[config.mk]
export PLATFORM = sky130hd
export DESIGN_NAME = synth_spi_control_modulator
export DESIGN_NICKNAME = d
export VERILOG_FILES = /design/src/logic/synth_ctrl_pkg.sv /design/src/logic/dither_lfsr.sv /design/src/logic/synth_spi_control_modulator.sv
export VERILOG_INCLUDE_DIRS = /design/src /design/src/logic
export SDC_FILE = /design/constraint.sdc
export NUM_CORES = 1
export LEC_CHECK = 0
export BUFFER_PORTS_ARGS = -buffer_cell sky130_fd_sc_hd__buf_2
export CAP_MARGIN = 20
export CORE_MARGIN = 2
export CORE_UTILIZATION = 43
export CTS_BUF_LIST = sky130_fd_sc_hd__clkbuf_8
export CTS_CLUSTER_DIAMETER = 60
export CTS_CLUSTER_SIZE = 28
export DETAILED_ROUTE_END_ITERATION = 8
export HOLD_SLACK_MARGIN = 0.15
export SETUP_SLACK_MARGIN = 0.5
export SLEW_MARGIN = 20
export SYNTH_ARGS = -nofsm -noshare
export SYNTH_HDL_FRONTEND = slang
export SYNTH_SLANG_ARGS = --single-unit
[constraint.sdc]
create_clock -name sys_clk -period 6.95 [get_ports sys_clk]
set_input_delay 1.39 -clock sys_clk [delete_from_list [all_inputs] [get_ports sys_clk]]
set_output_delay 1.39 -clock sys_clk [all_outputs]
set_load 0.02 [all_outputs]
[src/logic/synth_ctrl_defines.svh]
`ifndef SYNTH_CTRL_DEFINES_SVH
`define SYNTH_CTRL_DEFINES_SVH

// Register indices
`define REG_STATUS 4'h0
`define REG_MASK 4'h1
`define REG_POWER 4'h2
`define REG_MODE 4'h3
`define REG_REGULATOR 4'h4
`define REG_SEED 4'h5
`define REG_NDIV_HI 4'h6
`define REG_NDIV_LO 4'h7
`define REG_NUM_HI 4'h8
`define REG_NUM_MID 4'h9
`define REG_NUM_LO 4'hA
`define REG_OUTDIV 4'hB
`define REG_PUMP 4'hC
`define REG_PUMP_FN 4'hD
`define REG_ID 4'hE
`define REG_LAST 7'h0E
`define AUTO_FIRST 4'h5
`define AUTO_LAST 4'hA

// Reset values
`define RST_MASK 8'h04
`define RST_POWER 8'h06
`define RST_MODE 8'h3E
`define RST_REGULATOR 8'h47
`define RST_SEED 8'h11
`define RST_NDIV_HI 8'h08
`define RST_NDIV_LO 8'hFA
`define RST_NUM_HI 8'h3F
`define RST_NUM_MID 8'hFF
`define RST_NUM_LO 8'hF0
`define RST_OUTDIV 8'hF9
`define RST_PUMP 8'h4F
`define RST_PUMP_FN 8'hE4

// Writable bits of registers with unused positions
`define WMASK_MASK 8'h3F
`define WMASK_NDIV_HI 8'hFB
`define WMASK_NUM_HI 8'h3F
`define WMASK_NUM_LO 8'hF3

// Field positions
`define BIT_POWER_OFF 3
`define BIT_SILENCE 1
`define BIT_ALWAYS_ON 7
`define BIT_MONITOR 6
`define BIT_DURING_TUNE 5
`define BIT_WHEN_UNLOCKED 4
`define BIT_REINIT_AUTO 2
`define BIT_DITHER 1
`define BIT_INTEGER 0
`define BIT_REG_ON 2
`define BIT_REINIT 1
`define BIT_CAL 0
`define BIT_ST_LOCK 2
`define BIT_ST_HIGH 4
`define BIT_ST_LOW 3

// Output divider limits
`define OD_MIN 3'h1
`define OD_MAX 3'h6

`endif

[src/logic/synth_ctrl_pkg.sv]
`default_nettype none
package synth_ctrl_pkg;
  typedef enum logic [1:0] {
    PH_ADDR = 2'b00,
    PH_WRITE = 2'b01,
    PH_READ = 2'b10
  } spi_phase_e;
  typedef logic [7:0] reg_byte_t;
endpackage
`default_nettype wire

[src/logic/dither_lfsr.sv]
`timescale 1ns/10ps
`default_nettype none
module dither_lfsr #(
  parameter int WIDTH = 8
) (
  input wire logic sys_clk, // System clock
  input wire logic rst_n, // Async reset
  input wire logic load, // Load seed
  input wire logic [WIDTH-1:0] seed, // Starting state
  input wire logic step, // Advance one state
  output logic [WIDTH-1:0] state_q // Current state
);
  if (WIDTH != 8) begin : g_check
    $error("dither_lfsr supports WIDTH 8 only");
  end

  logic fb;
  assign fb = state_q[7] ^ state_q[5] ^ state_q[4] ^ state_q[3];

  // All-zero seed would lock up, so it loads as one
  always_ff @(posedge sys_clk or negedge rst_n) begin
    if (!rst_n) begin
      state_q <= 8'h01;
    end else if (load) begin
      state_q <= (seed == '0) ? 8'h01 : seed;
    end else if (step) begin
      state_q <= {state_q[6:0], fb};
    end
  end
endmodule // dither_lfsr
`default_nettype wire

[src/logic/synth_spi_control_modulator.sv]
`timescale 1ns/10ps
`default_nettype none
`include "synth_ctrl_defines.svh"
module synth_spi_control_modulator #(
  parameter logic [7:0] ID_CODE = 8'h5A // Arbitrary identity byte
) (
  input wire logic sys_clk, // 250 MHz system clock
  input wire logic rst_n, // Async reset, active low
  input wire logic spi_cs_n, // Chip select pin
  input wire logic spi_sclk, // Serial clock pin
  input wire logic spi_sdi, // Serial data in
  output logic spi_sdo_q, // Serial data out
  output logic spi_sdo_oe_q, // Serial out enable
  input wire logic pfd_clk, // Phase-detector rate clock
  input wire logic rf_mute_n, // External mute, active low
  input wire logic [5:0] status_raw, // Unlock,high,low,lock,clamp hi,clamp lo
  input wire logic cal_busy, // Calibration running, same clock
  output logic amp_loop_on_q, // Amplitude loop active
  output logic amp_correct_q, // Amplitude correction applied
  output logic amp_flags_valid_q, // High/low flags meaningful
  output logic stat_q, // Status pin
  output logic rf_mute_q, // Output buffer mute
  output logic reg_enable_q, // Regulator running
  output logic reg_bypass_q, // Regulator bypassed
  output logic [1:0] reg_level_q, // Regulator level code
  output logic [2:0] out_div_q, // Output divide ratio
  output logic [9:0] fb_ratio_q, // Feedback ratio this PFD cycle
  output logic mod_standby_q, // Modulator in standby
  output logic cal_start_q // Calibration start pulse
);
  localparam int REG_COUNT = 15;
  localparam int SYNC_W = 11;
  if (REG_COUNT != 15) begin : g_check
    $error("register count must be 15");
  end

  function automatic logic [7:0] reset_value(input logic [3:0] idx);
    unique case (idx)
      `REG_MASK: reset_value = `RST_MASK;
      `REG_POWER: reset_value = `RST_POWER;
      `REG_MODE: reset_value = `RST_MODE;
      `REG_REGULATOR: reset_value = `RST_REGULATOR;
      `REG_SEED: reset_value = `RST_SEED;
      `REG_NDIV_HI: reset_value = `RST_NDIV_HI;
      `REG_NDIV_LO: reset_value = `RST_NDIV_LO;
      `REG_NUM_HI: reset_value = `RST_NUM_HI;
      `REG_NUM_MID: reset_value = `RST_NUM_MID;
      `REG_NUM_LO: reset_value = `RST_NUM_LO;
      `REG_OUTDIV: reset_value = `RST_OUTDIV;
      `REG_PUMP: reset_value = `RST_PUMP;
      `REG_PUMP_FN: reset_value = `RST_PUMP_FN;
      default: reset_value = 8'h00;
    endcase
  endfunction

  function automatic logic [7:0] write_mask(input logic [3:0] idx);
    unique case (idx)
      `REG_STATUS, `REG_ID: write_mask = 8'h00;
      `REG_MASK: write_mask = `WMASK_MASK;
      `REG_NDIV_HI: write_mask = `WMASK_NDIV_HI;
      `REG_NUM_HI: write_mask = `WMASK_NUM_HI;
      `REG_NUM_LO: write_mask = `WMASK_NUM_LO;
      default: write_mask = 8'hFF;
    endcase
  endfunction

  function automatic logic [6:0] next_ptr(input logic [6:0] p);
    next_ptr = (p >= `REG_LAST) ? 7'h00 : p + 7'h01;
  endfunction

  // Pin synchronisers
  logic [SYNC_W-1:0] sync1_q;
  logic [SYNC_W-1:0] sync2_q;
  always_ff @(posedge sys_clk or negedge rst_n) begin
    if (!rst_n) begin
      sync1_q <= 11'h001;
      sync2_q <= 11'h001;
    end else begin
      sync1_q <= {status_raw, rf_mute_n, pfd_clk, spi_sdi, spi_sclk, spi_cs_n};
      sync2_q <= sync1_q;
    end
  end

  logic cs_n_s, sclk_s, sdi_s, pfd_s, mute_n_s;
  logic [5:0] status_s;
  assign cs_n_s = sync2_q[0];
  assign sclk_s = sync2_q[1];
  assign sdi_s = sync2_q[2];
  assign pfd_s = sync2_q[3];
  assign mute_n_s = sync2_q[4];
  assign status_s = sync2_q[10:5];

  logic sclk_prev_q, pfd_prev_q;
  always_ff @(posedge sys_clk or negedge rst_n) begin
    if (!rst_n) begin
      sclk_prev_q <= 1'b0;
      pfd_prev_q <= 1'b0;
    end else begin
      sclk_prev_q <= sclk_s;
      pfd_prev_q <= pfd_s;
    end
  end

  logic sclk_rise, pfd_tick;
  assign sclk_rise = sclk_s & ~sclk_prev_q & ~cs_n_s;
  assign pfd_tick = pfd_s & ~pfd_prev_q;

  // Serial framing
  synth_ctrl_pkg::spi_phase_e phase_q;
  logic [2:0] bit_cnt_q;
  logic [6:0] rx_shift_q;
  logic [6:0] ptr_q;
  logic [7:0] rx_byte;
  logic byte_done, wr_commit;
  assign rx_byte = {rx_shift_q, sdi_s};
  assign byte_done = sclk_rise & (bit_cnt_q == 3'h7);
  assign wr_commit = byte_done & (phase_q == synth_ctrl_pkg::PH_WRITE) & (ptr_q <= `REG_LAST);

  always_ff @(posedge sys_clk or negedge rst_n) begin
    if (!rst_n) begin
      phase_q <= synth_ctrl_pkg::PH_ADDR;
      bit_cnt_q <= 3'h0;
      rx_shift_q <= 7'h00;
      ptr_q <= 7'h00;
    end else if (cs_n_s) begin
      phase_q <= synth_ctrl_pkg::PH_ADDR;
      bit_cnt_q <= 3'h0;
    end else if (sclk_rise) begin
      rx_shift_q <= rx_byte[6:0];
      bit_cnt_q <= bit_cnt_q + 3'h1;
      if (bit_cnt_q == 3'h7) begin
        unique case (phase_q)
          synth_ctrl_pkg::PH_ADDR: begin
            ptr_q <= rx_byte[7:1];
            phase_q <= rx_byte[0] ? synth_ctrl_pkg::PH_READ : synth_ctrl_pkg::PH_WRITE;
          end
          synth_ctrl_pkg::PH_WRITE, synth_ctrl_pkg::PH_READ: begin
            ptr_q <= next_ptr(ptr_q);
          end
          default: begin
            phase_q <= synth_ctrl_pkg::PH_ADDR;
          end
        endcase
      end
    end
  end

  // Register file
  synth_ctrl_pkg::reg_byte_t regs_q [REG_COUNT];
  logic [5:0] status_q;
  logic auto_hit;
  assign auto_hit = wr_commit & regs_q[`REG_MODE][`BIT_REINIT_AUTO]
                    & (ptr_q[3:0] >= `AUTO_FIRST) & (ptr_q[3:0] <= `AUTO_LAST);

  always_ff @(posedge sys_clk or negedge rst_n) begin
    if (!rst_n) begin
      for (int i = 0; i < REG_COUNT; i++) begin
        regs_q[i] <= reset_value(4'(i));
      end
    end else begin
      if (regs_q[`REG_NUM_LO][`BIT_REINIT]) begin
        regs_q[`REG_NUM_LO][`BIT_REINIT] <= 1'b0;
      end
      if (regs_q[`REG_NUM_LO][`BIT_CAL]) begin
        regs_q[`REG_NUM_LO][`BIT_CAL] <= 1'b0;
      end
      if (wr_commit) begin
        regs_q[ptr_q[3:0]] <= (rx_byte & write_mask(ptr_q[3:0]))
                              | (regs_q[ptr_q[3:0]] & ~write_mask(ptr_q[3:0]));
      end
      if (auto_hit) begin
        regs_q[`REG_NUM_LO][`BIT_REINIT] <= 1'b1;
      end
    end
  end

  // Read data for the byte about to be shifted out
  logic [6:0] tx_addr;
  logic [7:0] rd_data;
  assign tx_addr = (phase_q == synth_ctrl_pkg::PH_ADDR) ? rx_byte[7:1] : next_ptr(ptr_q);
  always_comb begin
    rd_data = 8'h00;
    if (tx_addr == 7'(`REG_STATUS)) begin
      rd_data = {2'b00, status_q};
    end else if (tx_addr == `REG_LAST) begin
      rd_data = ID_CODE;
    end else if (tx_addr < `REG_LAST) begin
      rd_data = regs_q[tx_addr[3:0]];
    end
  end

  // Serial output
  logic [7:0] tx_shift_q;
  logic read_start;
  assign read_start = byte_done & (((phase_q == synth_ctrl_pkg::PH_ADDR) & rx_byte[0])
                                   | (phase_q == synth_ctrl_pkg::PH_READ));
  always_ff @(posedge sys_clk or negedge rst_n) begin
    if (!rst_n) begin
      tx_shift_q <= 8'h00;
      spi_sdo_q <= 1'b0;
      spi_sdo_oe_q <= 1'b0;
    end else if (cs_n_s) begin
      spi_sdo_q <= 1'b0;
      spi_sdo_oe_q <= 1'b0;
    end else if (read_start) begin
      tx_shift_q <= rd_data;
      spi_sdo_q <= rd_data[7];
      spi_sdo_oe_q <= 1'b1;
    end else if (sclk_rise && phase_q == synth_ctrl_pkg::PH_READ) begin
      tx_shift_q <= {tx_shift_q[6:0], 1'b0};
      spi_sdo_q <= tx_shift_q[6];
    end
  end

  // Amplitude loop control and status capture
  logic [7:0] mode;
  logic amp_active, flags_valid;
  assign mode = regs_q[`REG_MODE];
  assign amp_active = mode[`BIT_ALWAYS_ON]
                      | (mode[`BIT_DURING_TUNE] & cal_busy)
                      | (mode[`BIT_WHEN_UNLOCKED] & ~status_s[`BIT_ST_LOCK]);
  assign flags_valid = amp_active | mode[`BIT_MONITOR];

  always_ff @(posedge sys_clk or negedge rst_n) begin
    if (!rst_n) begin
      amp_loop_on_q <= 1'b0;
      amp_correct_q <= 1'b0;
      amp_flags_valid_q <= 1'b0;
    end else begin
      amp_loop_on_q <= amp_active;
      amp_correct_q <= amp_active;
      amp_flags_valid_q <= flags_valid;
    end
  end

  always_ff @(posedge sys_clk or negedge rst_n) begin
    if (!rst_n) begin
      status_q <= 6'h00;
      stat_q <= 1'b0;
    end else begin
      status_q[5] <= status_s[5];
      status_q[2:0] <= status_s[2:0];
      if (flags_valid) begin
        status_q[`BIT_ST_HIGH] <= status_s[`BIT_ST_HIGH];
        status_q[`BIT_ST_LOW] <= status_s[`BIT_ST_LOW];
      end
      stat_q <= |(status_q & regs_q[`REG_MASK][5:0]);
    end
  end

  // Regulator, output divider, mute, calibration start
  logic [2:0] od_field;
  assign od_field = regs_q[`REG_OUTDIV][2:0];
  always_ff @(posedge sys_clk or negedge rst_n) begin
    if (!rst_n) begin
      reg_enable_q <= 1'b0;
      reg_bypass_q <= 1'b1;
      reg_level_q <= 2'h0;
      out_div_q <= `OD_MIN;
      rf_mute_q <= 1'b1;
      cal_start_q <= 1'b0;
    end else begin
      reg_enable_q <= regs_q[`REG_REGULATOR][`BIT_REG_ON] & ~regs_q[`REG_POWER][`BIT_POWER_OFF];
      reg_bypass_q <= ~regs_q[`REG_REGULATOR][`BIT_REG_ON] | regs_q[`REG_POWER][`BIT_POWER_OFF];
      reg_level_q <= regs_q[`REG_REGULATOR][1:0];
      out_div_q <= (od_field < `OD_MIN) ? `OD_MIN : (od_field > `OD_MAX) ? `OD_MAX : od_field;
      rf_mute_q <= regs_q[`REG_POWER][`BIT_SILENCE] | ~mute_n_s;
      cal_start_q <= regs_q[`REG_NUM_LO][`BIT_CAL];
    end
  end

  // Fractional modulator
  logic [9:0] n_div;
  logic [17:0] num;
  logic [17:0] acc_q;
  logic [7:0] lfsr_state;
  logic reinit, integer_mode, dither_en;
  logic [18:0] mod_sum;
  assign n_div = {regs_q[`REG_NDIV_HI][1:0], regs_q[`REG_NDIV_LO]};
  assign num = {regs_q[`REG_NUM_HI][5:0], regs_q[`REG_NUM_MID], regs_q[`REG_NUM_LO][7:4]};
  assign reinit = regs_q[`REG_NUM_LO][`BIT_REINIT];
  assign integer_mode = mode[`BIT_INTEGER];
  assign dither_en = mode[`BIT_DITHER];
  // Zero-mean dither in the LSB keeps the average fraction exact
  assign mod_sum = {1'b0, acc_q} + {1'b0, num} + {18'h0_0000, dither_en & lfsr_state[0]}
                   - {18'h0_0000, dither_en & lfsr_state[1]};

  dither_lfsr #(.WIDTH(8)) u_dither (
    .sys_clk(sys_clk),
    .rst_n(rst_n),
    .load(reinit),
    .seed(regs_q[`REG_SEED]),
    .step(pfd_tick & ~integer_mode),
    .state_q(lfsr_state)
  );

  always_ff @(posedge sys_clk or negedge rst_n) begin
    if (!rst_n) begin
      acc_q <= 18'h0_0000;
      fb_ratio_q <= 10'h000;
      mod_standby_q <= 1'b0;
    end else begin
      mod_standby_q <= integer_mode;
      if (reinit) begin
        acc_q <= 18'h0_0000;
      end else if (pfd_tick && !integer_mode) begin
        acc_q <= mod_sum[17:0];
      end
      if (pfd_tick) begin
        fb_ratio_q <= integer_mode ? n_div : n_div + {9'h000, mod_sum[18]};
      end
    end
  end
endmodule // synth_spi_control_modulator
`default_nettype wire

# Word-level counts from Yosys, hierarchy flattened
# Cells that the tools add are included.
# classes
add_sub_neg,6
n_lt_le_gt_ge,10
eq_ne,10
n_mux,41
n_bitwise,41
n_reduce_logical,24
# op_table
cell,n
120-bit bitwise mux,1
8-bit 2-to-1 mux,12
8-bit binary-select mux with 4-bit select,2
18-bit 2-to-1 mux,2
34-bit 2-to-1 mux,1
8-bit demux with 4-bit select,1
8-bit case mux with 4 select lines,1
7-bit 2-to-1 mux,4
18-bit by 18-bit adder with 19-bit output,1
19-bit by 1-bit adder with 19-bit output,1
19-bit by 1-bit subtractor with 19-bit output,1
1-bit bitwise AND,17
8-bit bitwise AND,2
7-bit case mux with 2 select lines,1
2-bit nonzero test,7
4-bit equality test (second input constant),3
3-bit 2-to-1 mux,4
10-bit by 1-bit adder with 10-bit output,1
5-bit greater-or-equal comparator (second input constant),2
10-bit 2-to-1 mux,1
4-bit inverter with 5-bit output,2
8-bit zero test,1
2-bit 2-to-1 mux,4
1-bit inverter,8
other kinds (35),52
# totals
regBits,227
inputBits,14
wordCells,174

# Logic depth before layout (Yosys ltp)
# Gate-level depths: netlist of the first run.
# logic_depth
word_depth,13
ltp_mapped,19
ltp_nobuf,19

# Hierarchy
# A second synthesis of the first run with hierarchy kept.
# hier_totals
hier_cells,1232
hier_area_um2,12420.7
# modules_own_cells
module,n_inst,cells_each,area_per_inst_um2
synth_spi_control_modulator,1,1191,12005.3
dither_lfsr,1,41,415.4

# Worst setup path before layout of the first run
# No wires, ideal clock.
# synth_path
path_type,register to register
startpoint,"register regs_q, in the netlist mode[1]"
endpoint,register fb_ratio_q[5]
setup_ns,0.125
t_arrival_ns,3.837
required_ns,6.825
path_slack_ns,2.988
path_stages_with_launch,20
path_cell_list,dfstp_2 > and2_1 > ha_1 > inv_1 > fa_1 > inv_1 > fa_1 > nand2b_1 > a21oi_1 > o211ai_1 > a21o_1 > a31oi_1 > nor2_1 > o311ai_0 > ha_1 > nor2b_1 > and2_1 > nand2_1 > xnor2_1 > mux2_2
# synth_via
elab_chain_len,5
elab_cells_between_ends,6
classes_between,add/sub: 3; mux: 1; bitwise: 2
# synth_lines
element,line_no,source
from (decl),synth_spi_control_modulator.sv:149,synth_ctrl_pkg::reg_byte_t regs_q [REG_COUNT];
"from (signal, indexed assignment)",synth_spi_control_modulator.sv:158,regs_q[i] <= reset_value(4'(i));
"from (signal, indexed assignment)",synth_spi_control_modulator.sv:168,regs_q[ptr_q[3:0]] <= (rx_byte & write_mask(ptr_q[3:0]))
1-bit bitwise AND,synth_spi_control_modulator.sv:285,"assign mod_sum = {1'b0, acc_q} + {1'b0, num} + {18'h0_0000, dither_en & lfsr_state[0]}"
19-bit by 1-bit adder with 19-bit output,synth_spi_control_modulator.sv:285,
19-bit by 1-bit subtractor with 19-bit output (*),synth_spi_control_modulator.sv:286,"- {18'h0_0000, dither_en & lfsr_state[1]};"
10-bit by 1-bit adder with 10-bit output (*),synth_spi_control_modulator.sv:310,"fb_ratio_q <= integer_mode ? n_div : n_div + {9'h000, mod_sum[18]};"
10-bit 2-to-1 mux (*),synth_spi_control_modulator.sv:310,
to (signal assigned),synth_spi_control_modulator.sv:310,
to (decl),synth_spi_control_modulator.sv:27,"output logic [9:0] fb_ratio_q,"
# Every way passes the cells marked *; elsewhere a longest branch is shown, timed or not.
# A chain may end at the register's enable or synchronous reset.

# Final worst setup path of the first run
# Ends and elaborated chain as after synthesis.

==> results.md, run 1 <==
- The flow ran to the end, and the final reports show no timing, DRC or antenna violations.
- Tracing the worst setup path back leads to its startpoint at mode[1]$_DFFE_PN1P_.
- The total wire length after detailed routing is 33800 um.
- The wire length per cell after detailed routing is 20.1 um.
- The number of hold buffers added after CTS was 0.
- The count of flip-flops with a built-in enable after synthesis is 0.
- The global placer's final weighted congestion is 0.915.
- In this run the core area contains 62 standard-cell rows.
- The post-synthesis instance area is 12500 sq um.
- The leakage power of the design is 0.00593 uW.
- Yosys attributes the largest share of cell area to dfrtp_1 33%, dfstp_2 13%, mux4_2 6.1%.
- The antenna violation net count after detailed routing is 0.
- Headroom to the max-slew limit came out at 0.244.
- In this design, the largest share of critical-path delay is due to compound AO/OA/AOI/OAI gates.
- The die covers 30400 sq um.
- The highest clock rate is 221 MHz.
- The deepest clock path buffer count is 3.
- The pin count of the biggest net entering global routing is 186.
- The worst hold path begins at sync1_q[3]$_DFF_PN0_.
- The signal on the critical path passes through and2_1 > ha_1 > inv_1 > fa_1 > inv_1 > fa_1 > nand2b_1 > a21oi_1 > o211ai_1 > a21o_1 > a31oi_1 > nor2_1 > o311ai_0 > ha_1 > nor2b_1 > and2_1 > nand2_1 > xnor2_1 > mux2_2.
- The number of max-slew violations in the final report is 0.
- The worst setup timing slack at the placement stage is 2.33 ns.
- The starting density of the core is 0.436.
- The switching share of power is 0.369.
- The most numerous cell in the Yosys netlist is dfrtp_1.
- Of the total synthesized cell area, the portion taken by full adders, half adders and majority gates is 0.0513.
- The final hold violation count was 0.
- The delay of the slowest cell on the worst path is 0.59 ns.
- The cell type with the largest total area after synthesis is dfrtp_1.
- The first-pass GRT wire length is 54400 um.
- The synthesis-to-layout area growth is 10.1%.
- The largest voltage drop on the vdd net is 0.000234 V.
- The arrival time of the worst setup path is 5.00 ns.
- The clock-pin slew on the worst setup and hold paths is 0.10 ns.
- The worst setup path is captured at a flop.
- Of the total power, registers draw 0.391.
- The detailed-router iteration count before antenna repair is 5.
- The die is 174 um wide.
- The transition at the pin with the smallest max-transition slack is 1.11 ns.
- The logic depth of the worst setup path including buffers is 19.
- The simple logic cell fraction of the synthesized area is 0.133.
- The tool flagged a number of max-cap violations equal to 0.
- The post-route setup TNS is 0 ns.
- The worst-path maximum fanout is 5.
- In this run the power spent charging and discharging nets is 1370 uW.
- The path type of the worst setup path is reg -> reg.
- The worst path needs 4.53 ns of the cycle, external delays included.
- The area of the core region is 28600 sq um.
- The TritonCTS clock tree is built.
- The final worst setup slack is 2.42 ns.
- The proportion of netlist area held by the largest area contributor is 0.335.
- The Yosys step of the flow raised 0 warnings.
- Setup repair after global routing left no endpoint under its margin.
- The average size of a mapped cell is 9.83 sq um.
- The worst hold path passes through 0 cells.
- The area fraction in compound gates after synthesis is 0.148.
- The number of nets in the layout is 1346.
- Once the clock tree was built, the setup fixing pass inserted 0 buffers.
- The share of total power dissipated in combinational logic is 0.309.
- The dominant register cell in the synthesized netlist is dfrtp_1.
- The die is 174 um tall.
- In the final layout, the share of cells above drive strength 1 is 0.197.
- The root buffer cell is clkbuf_8.
- During placement, the flow inserted port buffers numbering 39.
- By count the netlist is led by 167 x dfrtp_1, 146 x nand2_1, 119 x nor2_1, 117 x a21oi_1, 91 x inv_1.
- The fill cell instance count of the final layout is 2688.
- Counting every instance in the synthesized netlist gives 1269.
- The cell-internal power is 2340 uW.
- Counting every net in the synthesized netlist gives 1333.
- The number of global-route vias before repair is 9417.
- The proportion of power drawn by the clock network is 0.299.
- In this run, CTS created clock tree buffers numbering 26.
- The clock latency of the later-clocked register in the worst-skew pair is 0.61 ns.
- Global routing finished with a remaining overflow of 0.
- 0 antenna diodes ended up in the layout.
- The post-synthesis register bit count is 227.
- CTS saw 227 sinks.
- After synthesis, the share of cell area in mux cells is 0.136.
- For this run, the register share of the synthesized area comes to 0.461.
- Detailed routing inserted a total of 9536 vias.
- After synthesis, the share of flip-flops with an asynchronous set or reset is 1.00.
- The post-cts gate resize count is 0.
- The path class of the tightest hold or removal check is reg -> reg.
- STA classifies the critical path startpoint as a flop.
- The worst clock skew on the final layout is 0.0458 ns.
- Power spread over the standard cell area amounts to 270 nW/um^2.
- In the routed design, unresolved DRC markers number 0.
- The number of antenna violations at the first check in global routing is 1.
- The critical path contains buffers and inverters numbering 2 combined.
- The length in cells of the worst reg-to-reg path is 19.
- The aggregate global-route resource usage is 0.228.
- By area, the combinational part of the netlist is dominated by compound AO/OA/AOI/OAI gates.
- Of the available clock period, the critical path in the final layout requires 0.651.
- Setup violations remaining at the end of the flow were counted as 0.
- CTS built an H-tree with a depth of 1.
- The number of different library cells used by synthesis comes to 72.
- The utilization of the core after routing is 0.480.
- In this run the critical register-to-register path is launched from mode[1]$_DFFE_PN1P_.
- Among all stages on the critical path, the largest delay is contributed by o311ai_0.
- The first-iteration detailed-routing DRC count is 772.
- The placed wire-length estimate is 23600 um.
- The required time of the critical path is 7.43 ns.
- 40 I/O pins were placed.
- Dividing the detail-routed via count by the number of cells gives 5.66.
- The xor and xnor fraction of the mapped netlist area is 0.0161.
worst reg2reg max path, cell delays in order (launching register included):
cell	delay, ns
dfstp_2	0.57
and2_1	0.13
ha_1	0.22
inv_1	0.07
fa_1	0.20
inv_1	0.06
fa_1	0.37
nand2b_1	0.18
a21oi_1	0.23
o211ai_1	0.16
a21o_1	0.21
a31oi_1	0.28
nor2_1	0.07
o311ai_0	0.59
ha_1	0.25
nor2b_1	0.18
and2_1	0.21
nand2_1	0.08
xnor2_1	0.12
mux2_2	0.26
final timing paths:
| check | to | slack (ns) |
|---|---|---|
| setup / recovery | fb_ratio_q[5]$_DFFE_PN0P_ | 2.42 |
| hold / removal | sync2_q[3]$_DFF_PN0_ | 0.35 |
| setup reg to reg | fb_ratio_q[5]$_DFFE_PN0P_ | 2.42 |
| hold reg to reg | sync2_q[3]$_DFF_PN0_ | 0.35 |
| max in group asynchronous | regs_q[6]$_DFFE_PN0P_ | 4.96 |
| min in group asynchronous | tx_shift_q[6]$_DFFE_PN0P_ | 0.66 |
registers in the layout, indices dropped and copies added, names as in the netlist, 2 cells and up:
signal            count
od_field              3
out_div_q             3
tx_shift_q            7
ptr_q                 7
n_div                10
bit_cnt_q             3
phase_q               2
sync2_q              11
u_dither.state_q      8
sync1_q              11
num                  18
fb_ratio_q           10
status_q              6
reg_level_q           2
acc_q                18
mode                  8
regs_q               81
rx_shift_q            7
final cells by class:
cell class	count	area, sq um	area share
clock buffers	26	358	0.0261
clock inverters	22	298	0.0217
inverters	92	345	0.0251
multi-input cells	876	6110	0.445
flip-flops and latches	227	5760	0.419
well taps	384	480	0.0350
repair buffers	59	388	0.0282
cells by family after synthesis:
kind of cell / after synthesis
compound gates: 304
buf+inv: 166
xor+xnor: 23
flops: 227
fa+ha+maj: 50
mux: 123
simple gates: 376
power by group through the flow:
stage               clock network (uW)  logic [uW]  registers, uW
detailed placement                   0        1140           1480
CTS                               1140        1140           1450
finish                            1110        1150           1450
floorplan                            0         876           1460
global placement                     0        1130           1470
global route                      1210        1310           1460
per-stage QoR:
stage          cell area, sq um  cells  total power (uW)  hold WS (ns)
2_1_floorplan             12500   1269              2330         0.331
3_3_place_gp              13000   1636              2610         0.333
3_5_place_dp              13000   1636              2610         0.335
4_1_cts                   13700   1684              3740         0.354
5_1_grt                   13700   1686              3970         0.370
6_report                  13700   1686              3710         0.353
per-layer routing:
metal,global-route usage,part of all wire
met1,0.310,0.44
met2,0.363,0.46
met3,0.0429,0.060
met4,0.0840,0.036
met5,0,0.00038
cells in the final DEF (no fill, tap or decap), types with 6 or more instances in the layout:
cell type	instances
a211oi_1	6
a21o_1	6
a21oi_1	117
and2_1	8
and3_1	6
buf_2	38
buf_4	18
clkbuf_8	26
clkinv_8	6
dfrtp_1	166
dfstp_2	60
ha_1	48
inv_1	91
inv_6	8
mux2_2	32
mux2i_1	53
mux4_2	34
nand2_1	146
nand2b_1	9
nand3_1	37
nor2_1	115
nor3_1	15
o211ai_1	18
o21ai_0	87
or3_1	10
xnor2_1	15
xor2_1	8
(Power assumes the default switching activity.)
==> inputs of run 2 (changes only) <==
Clock period 6.95 ns to 3.95 ns, I/O delays scaled along.
==> results.md, run 2 (synthesized netlist as in run 1, its figures left out) <==
- The flow ran to the end, and the final reports show no timing, DRC or antenna violations.
- The post-route setup TNS is 0 ns (unchanged).
- The power per cell area is 482 nW/um^2 (+78%).
- The clock-pin slew on the worst setup and hold paths came to 0.12 ns (+0.02 ns).
- The number of max-slew violations in the final report is 0 (unchanged).
- The number of sinks on the clock net came to 227 (unchanged).
- The number of port buffers is 39 (unchanged).
- STA classifies the critical path startpoint as a flop.
- TritonCTS built the clock tree.
- The height of the die is 174 um (unchanged).
- The largest voltage drop on the vdd net came to 0.000453 V (+93%).
- The non-filler instance count after layout is 1715 (+1.7%).
- The arrival time of the worst setup path is 4.41 ns (-0.59 ns).
- In the layout the commonest cells are 166 x dfrtp_1, 144 x nand2_1, 116 x nor2_1, 116 x a21oi_1, 89 x inv_1.
- The instance count after placement with tap cells included was 1662 (+1.6%).
- The number of H-tree levels is 1 (unchanged).
- The worst-path maximum fanout came to 4 (-1).
- The number of buffers created by CTS is 25 (-3.8%).
- The first-pass GRT wire length is 54900 um (+0.98%).
- The number of placed I/O pins is 40 (unchanged).
- The portion of the clock cycle consumed by the worst path in the final layout was 0.993 (+0.342).
- Traced cell by cell, the critical path runs through and2_4 > ha_4 > inv_2 > fa_2 > inv_2 > fa_2 > nand2b_4 > a21oi_4 > o211ai_1 > a21o_1 > a31oi_4 > or3_4 > o311ai_4 > ha_2 > nor2b_4 > and2_4 > nand2_4 > xnor2_2 > mux2_4.
- The wire length per cell after detailed routing came to 20.2 um (+0.58%).
- The global-route congestion overflow total came to 0 (unchanged).
- The required time of the critical path came to 4.44 ns (-2.99 ns).
- The length in cells of the worst reg-to-reg path is 19 (unchanged).
- The final hold violation count is 0 (unchanged).
- The aggregate global-route resource usage is 0.232 (+0.00414).
- The transition at the pin with the smallest max-transition slack is 1.04 ns (-0.0684 ns).
- The total setup violations reported at the end of the flow is 0 (unchanged).
- The area of the core region is 28600 sq um (unchanged).
- The global placer's final weighted congestion was 0.948 (+3.6%).
- By startpoint and endpoint, the worst setup path is classified as reg -> reg.
- The antenna violation net count after detailed routing came to 0 (unchanged).
- The number of buffers added to fix hold violations after cts came to 0 (unchanged).
- The number of max-cap violations came to 0 (unchanged).
- The headroom to the max-slew limit is 0.305 (+0.0603).
- The placed wire-length estimate is 24600 um (+4.1%).
- The cell row count came to 62 (unchanged).
- The clock latency of the later-clocked register in the worst-skew pair came to 0.61 ns (about the same).
- The floorplan die area is 30400 sq um (unchanged).
- The pin count of the biggest net entering global routing is 99 (-47%).
- The share of post-route cells with drive strength above 1 was 0.224 (+0.0273).
- The register with the most flip-flops is regs_q.
- The leakage power of the design was 0.00616 uW (+3.8%).
- The delay of the slowest cell on the worst path is 0.41 ns (-0.18 ns).
- The number of antenna violations at the first check in global routing is 1 (unchanged).
- The starting density of the core was 0.436 (unchanged).
- The number of antenna cells inserted came to 0 (unchanged).
- The clock period minus final worst setup slack is 3.92 ns (-0.603 ns).
- The via total after detailed routing is 9583 (+0.49%).
- The width of the die is 174 um (unchanged).
- The deepest clock path buffer count came to 3 (unchanged).
- The ratio of routed vias to standard cells was 5.59 (-1.2%).
- The leading cell type in the layout, fill and taps excluded is dfrtp_1.
- The number of nets in the layout is 1376 (+2.2%).
- Clock tree synthesis selected as its root buffer the cell clkbuf_8.
- The post-route total power is 6790 uW (+83%).
- The slowest stage of the critical path belongs to the cell or3_4.
- Setup repair after global routing could not meet its margin everywhere.
- The fill cell instance count of the final layout is 2663 (-0.93%).
- The worst clock skew on the final layout is 0.0436 ns (-0.00221 ns).
- The synthesis-to-layout area growth is 12.8%.
- The number of global-route vias before repair was 9326 (-0.97%).
- The first-iteration detailed-routing DRC count was 843 (+9.2%).
- The highest clock rate is 255 MHz (+15%).
- The remaining design rule violation count is 0 (unchanged).
- The detailed-router iteration count before antenna repair is 5 (unchanged).
- The worst setup path is captured at a flop.
- The number of flip-flops under the largest register name is 81 (unchanged).
- The worst min-delay path class is in -> async.
- The total wire length after detailed routing is 34600 um (+2.3%).
-- run 2: cell types whose count changed in the layout (fill, tap and decap cells not counted), sizes merged --
cell      delta
clkinvlp     +1
buf         +31
inv          -4
clkbuf       -1
clkinv       +2
-- run 2: cell type report --
class	count	area [sq um]	share of cell area
repair buffers	90	642	0.0456
clock inverters	21	307	0.0218
clock buffers	25	344	0.0244
inverters	92	345	0.0245
flip-flops and latches	227	5760	0.409
well taps	384	480	0.0341
multi-input cells	876	6200	0.440
-- run 2: metrics by stage --
step | instance area [sq um] | worst slack, ns | utilization | hold slack (ns)
final | 14100 | 0.0283 | 0.492 | 0.218
after global routing | 14100 | -0.137 | 0.492 | 0.245
after CTS | 14000 | 0.0559 | 0.490 | 0.232
after detailed placement | 13300 | -0.0307 | 0.464 | 0.335
after global placement | 13300 | 0.0545 | 0.464 | 0.332
after floorplan | 12500 | 0.275 | - | 0.331
-- run 2: where the power goes --
group / leakage, uW / switching, uW / total (uW) / internal, uW
registers: 0.00285 / 100 / 2550 / 2450
logic: 0.00299 / 1320 / 2280 / 958
clock network: 0.000320 / 1110 / 1960 / 846
-- run 2: layer usage --
metal | global-route usage | routed length (um) | vias up | share of wire
li1 | - | - | 4541 | -
met1 | 0.322 | 15300 | 4688 | 0.44
met2 | 0.366 | 15800 | 273 | 0.46
met3 | 0.0437 | 2170 | 79 | 0.063
met4 | 0.0784 | 1330 | 2 | 0.038
met5 | 0 | 12 | - | 0.00035
-- run 2: final timing paths --
| path | start | end | slack [ns] |
|---|---|---|---|
| setup / recovery | u_dither.state_q[1]$_DFFE_PN0P_ | fb_ratio_q[5]$_DFFE_PN0P_ | 0.03 |
| hold / removal | rst_n | reg_enable_q$_DFF_PN0_ | 0.22 |
| setup reg to reg | u_dither.state_q[1]$_DFFE_PN0P_ | fb_ratio_q[5]$_DFFE_PN0P_ | 0.03 |
| hold reg to reg | sync1_q[8]$_DFF_PN0_ | sync2_q[8]$_DFF_PN0_ | 0.36 |
| max in group asynchronous | rst_n | regs_q[98]$_DFFE_PN1P_ | 2.87 |
| min in group sys_clk | status_raw[4] | sync1_q[9]$_DFF_PN0_ | 0.27 |
-- run 2: critical path, delay by kind of cell (launching register included) --
family / cells / cell delay, ns
multiplexers: 1 / 0.27
AND/OR/NAND/NOR: 6 / 1.09
XOR/XNOR: 1 / 0.12
buffers and inverters: 2 / 0.10
flip-flops: 1 / 0.40
adder cells (fa/ha/maj): 4 / 1.01
AO/OA/AOI/OAI: 5 / 0.79
-- run 2: timing repair --
item | in CTS | in global routing
setup buffers | 5 | 2
endpoints found under the setup margin | 10 | 10
pin swaps | 13 | 14
endpoints found under the hold margin | 0 | 0
gates resized for setup | 9 | 10
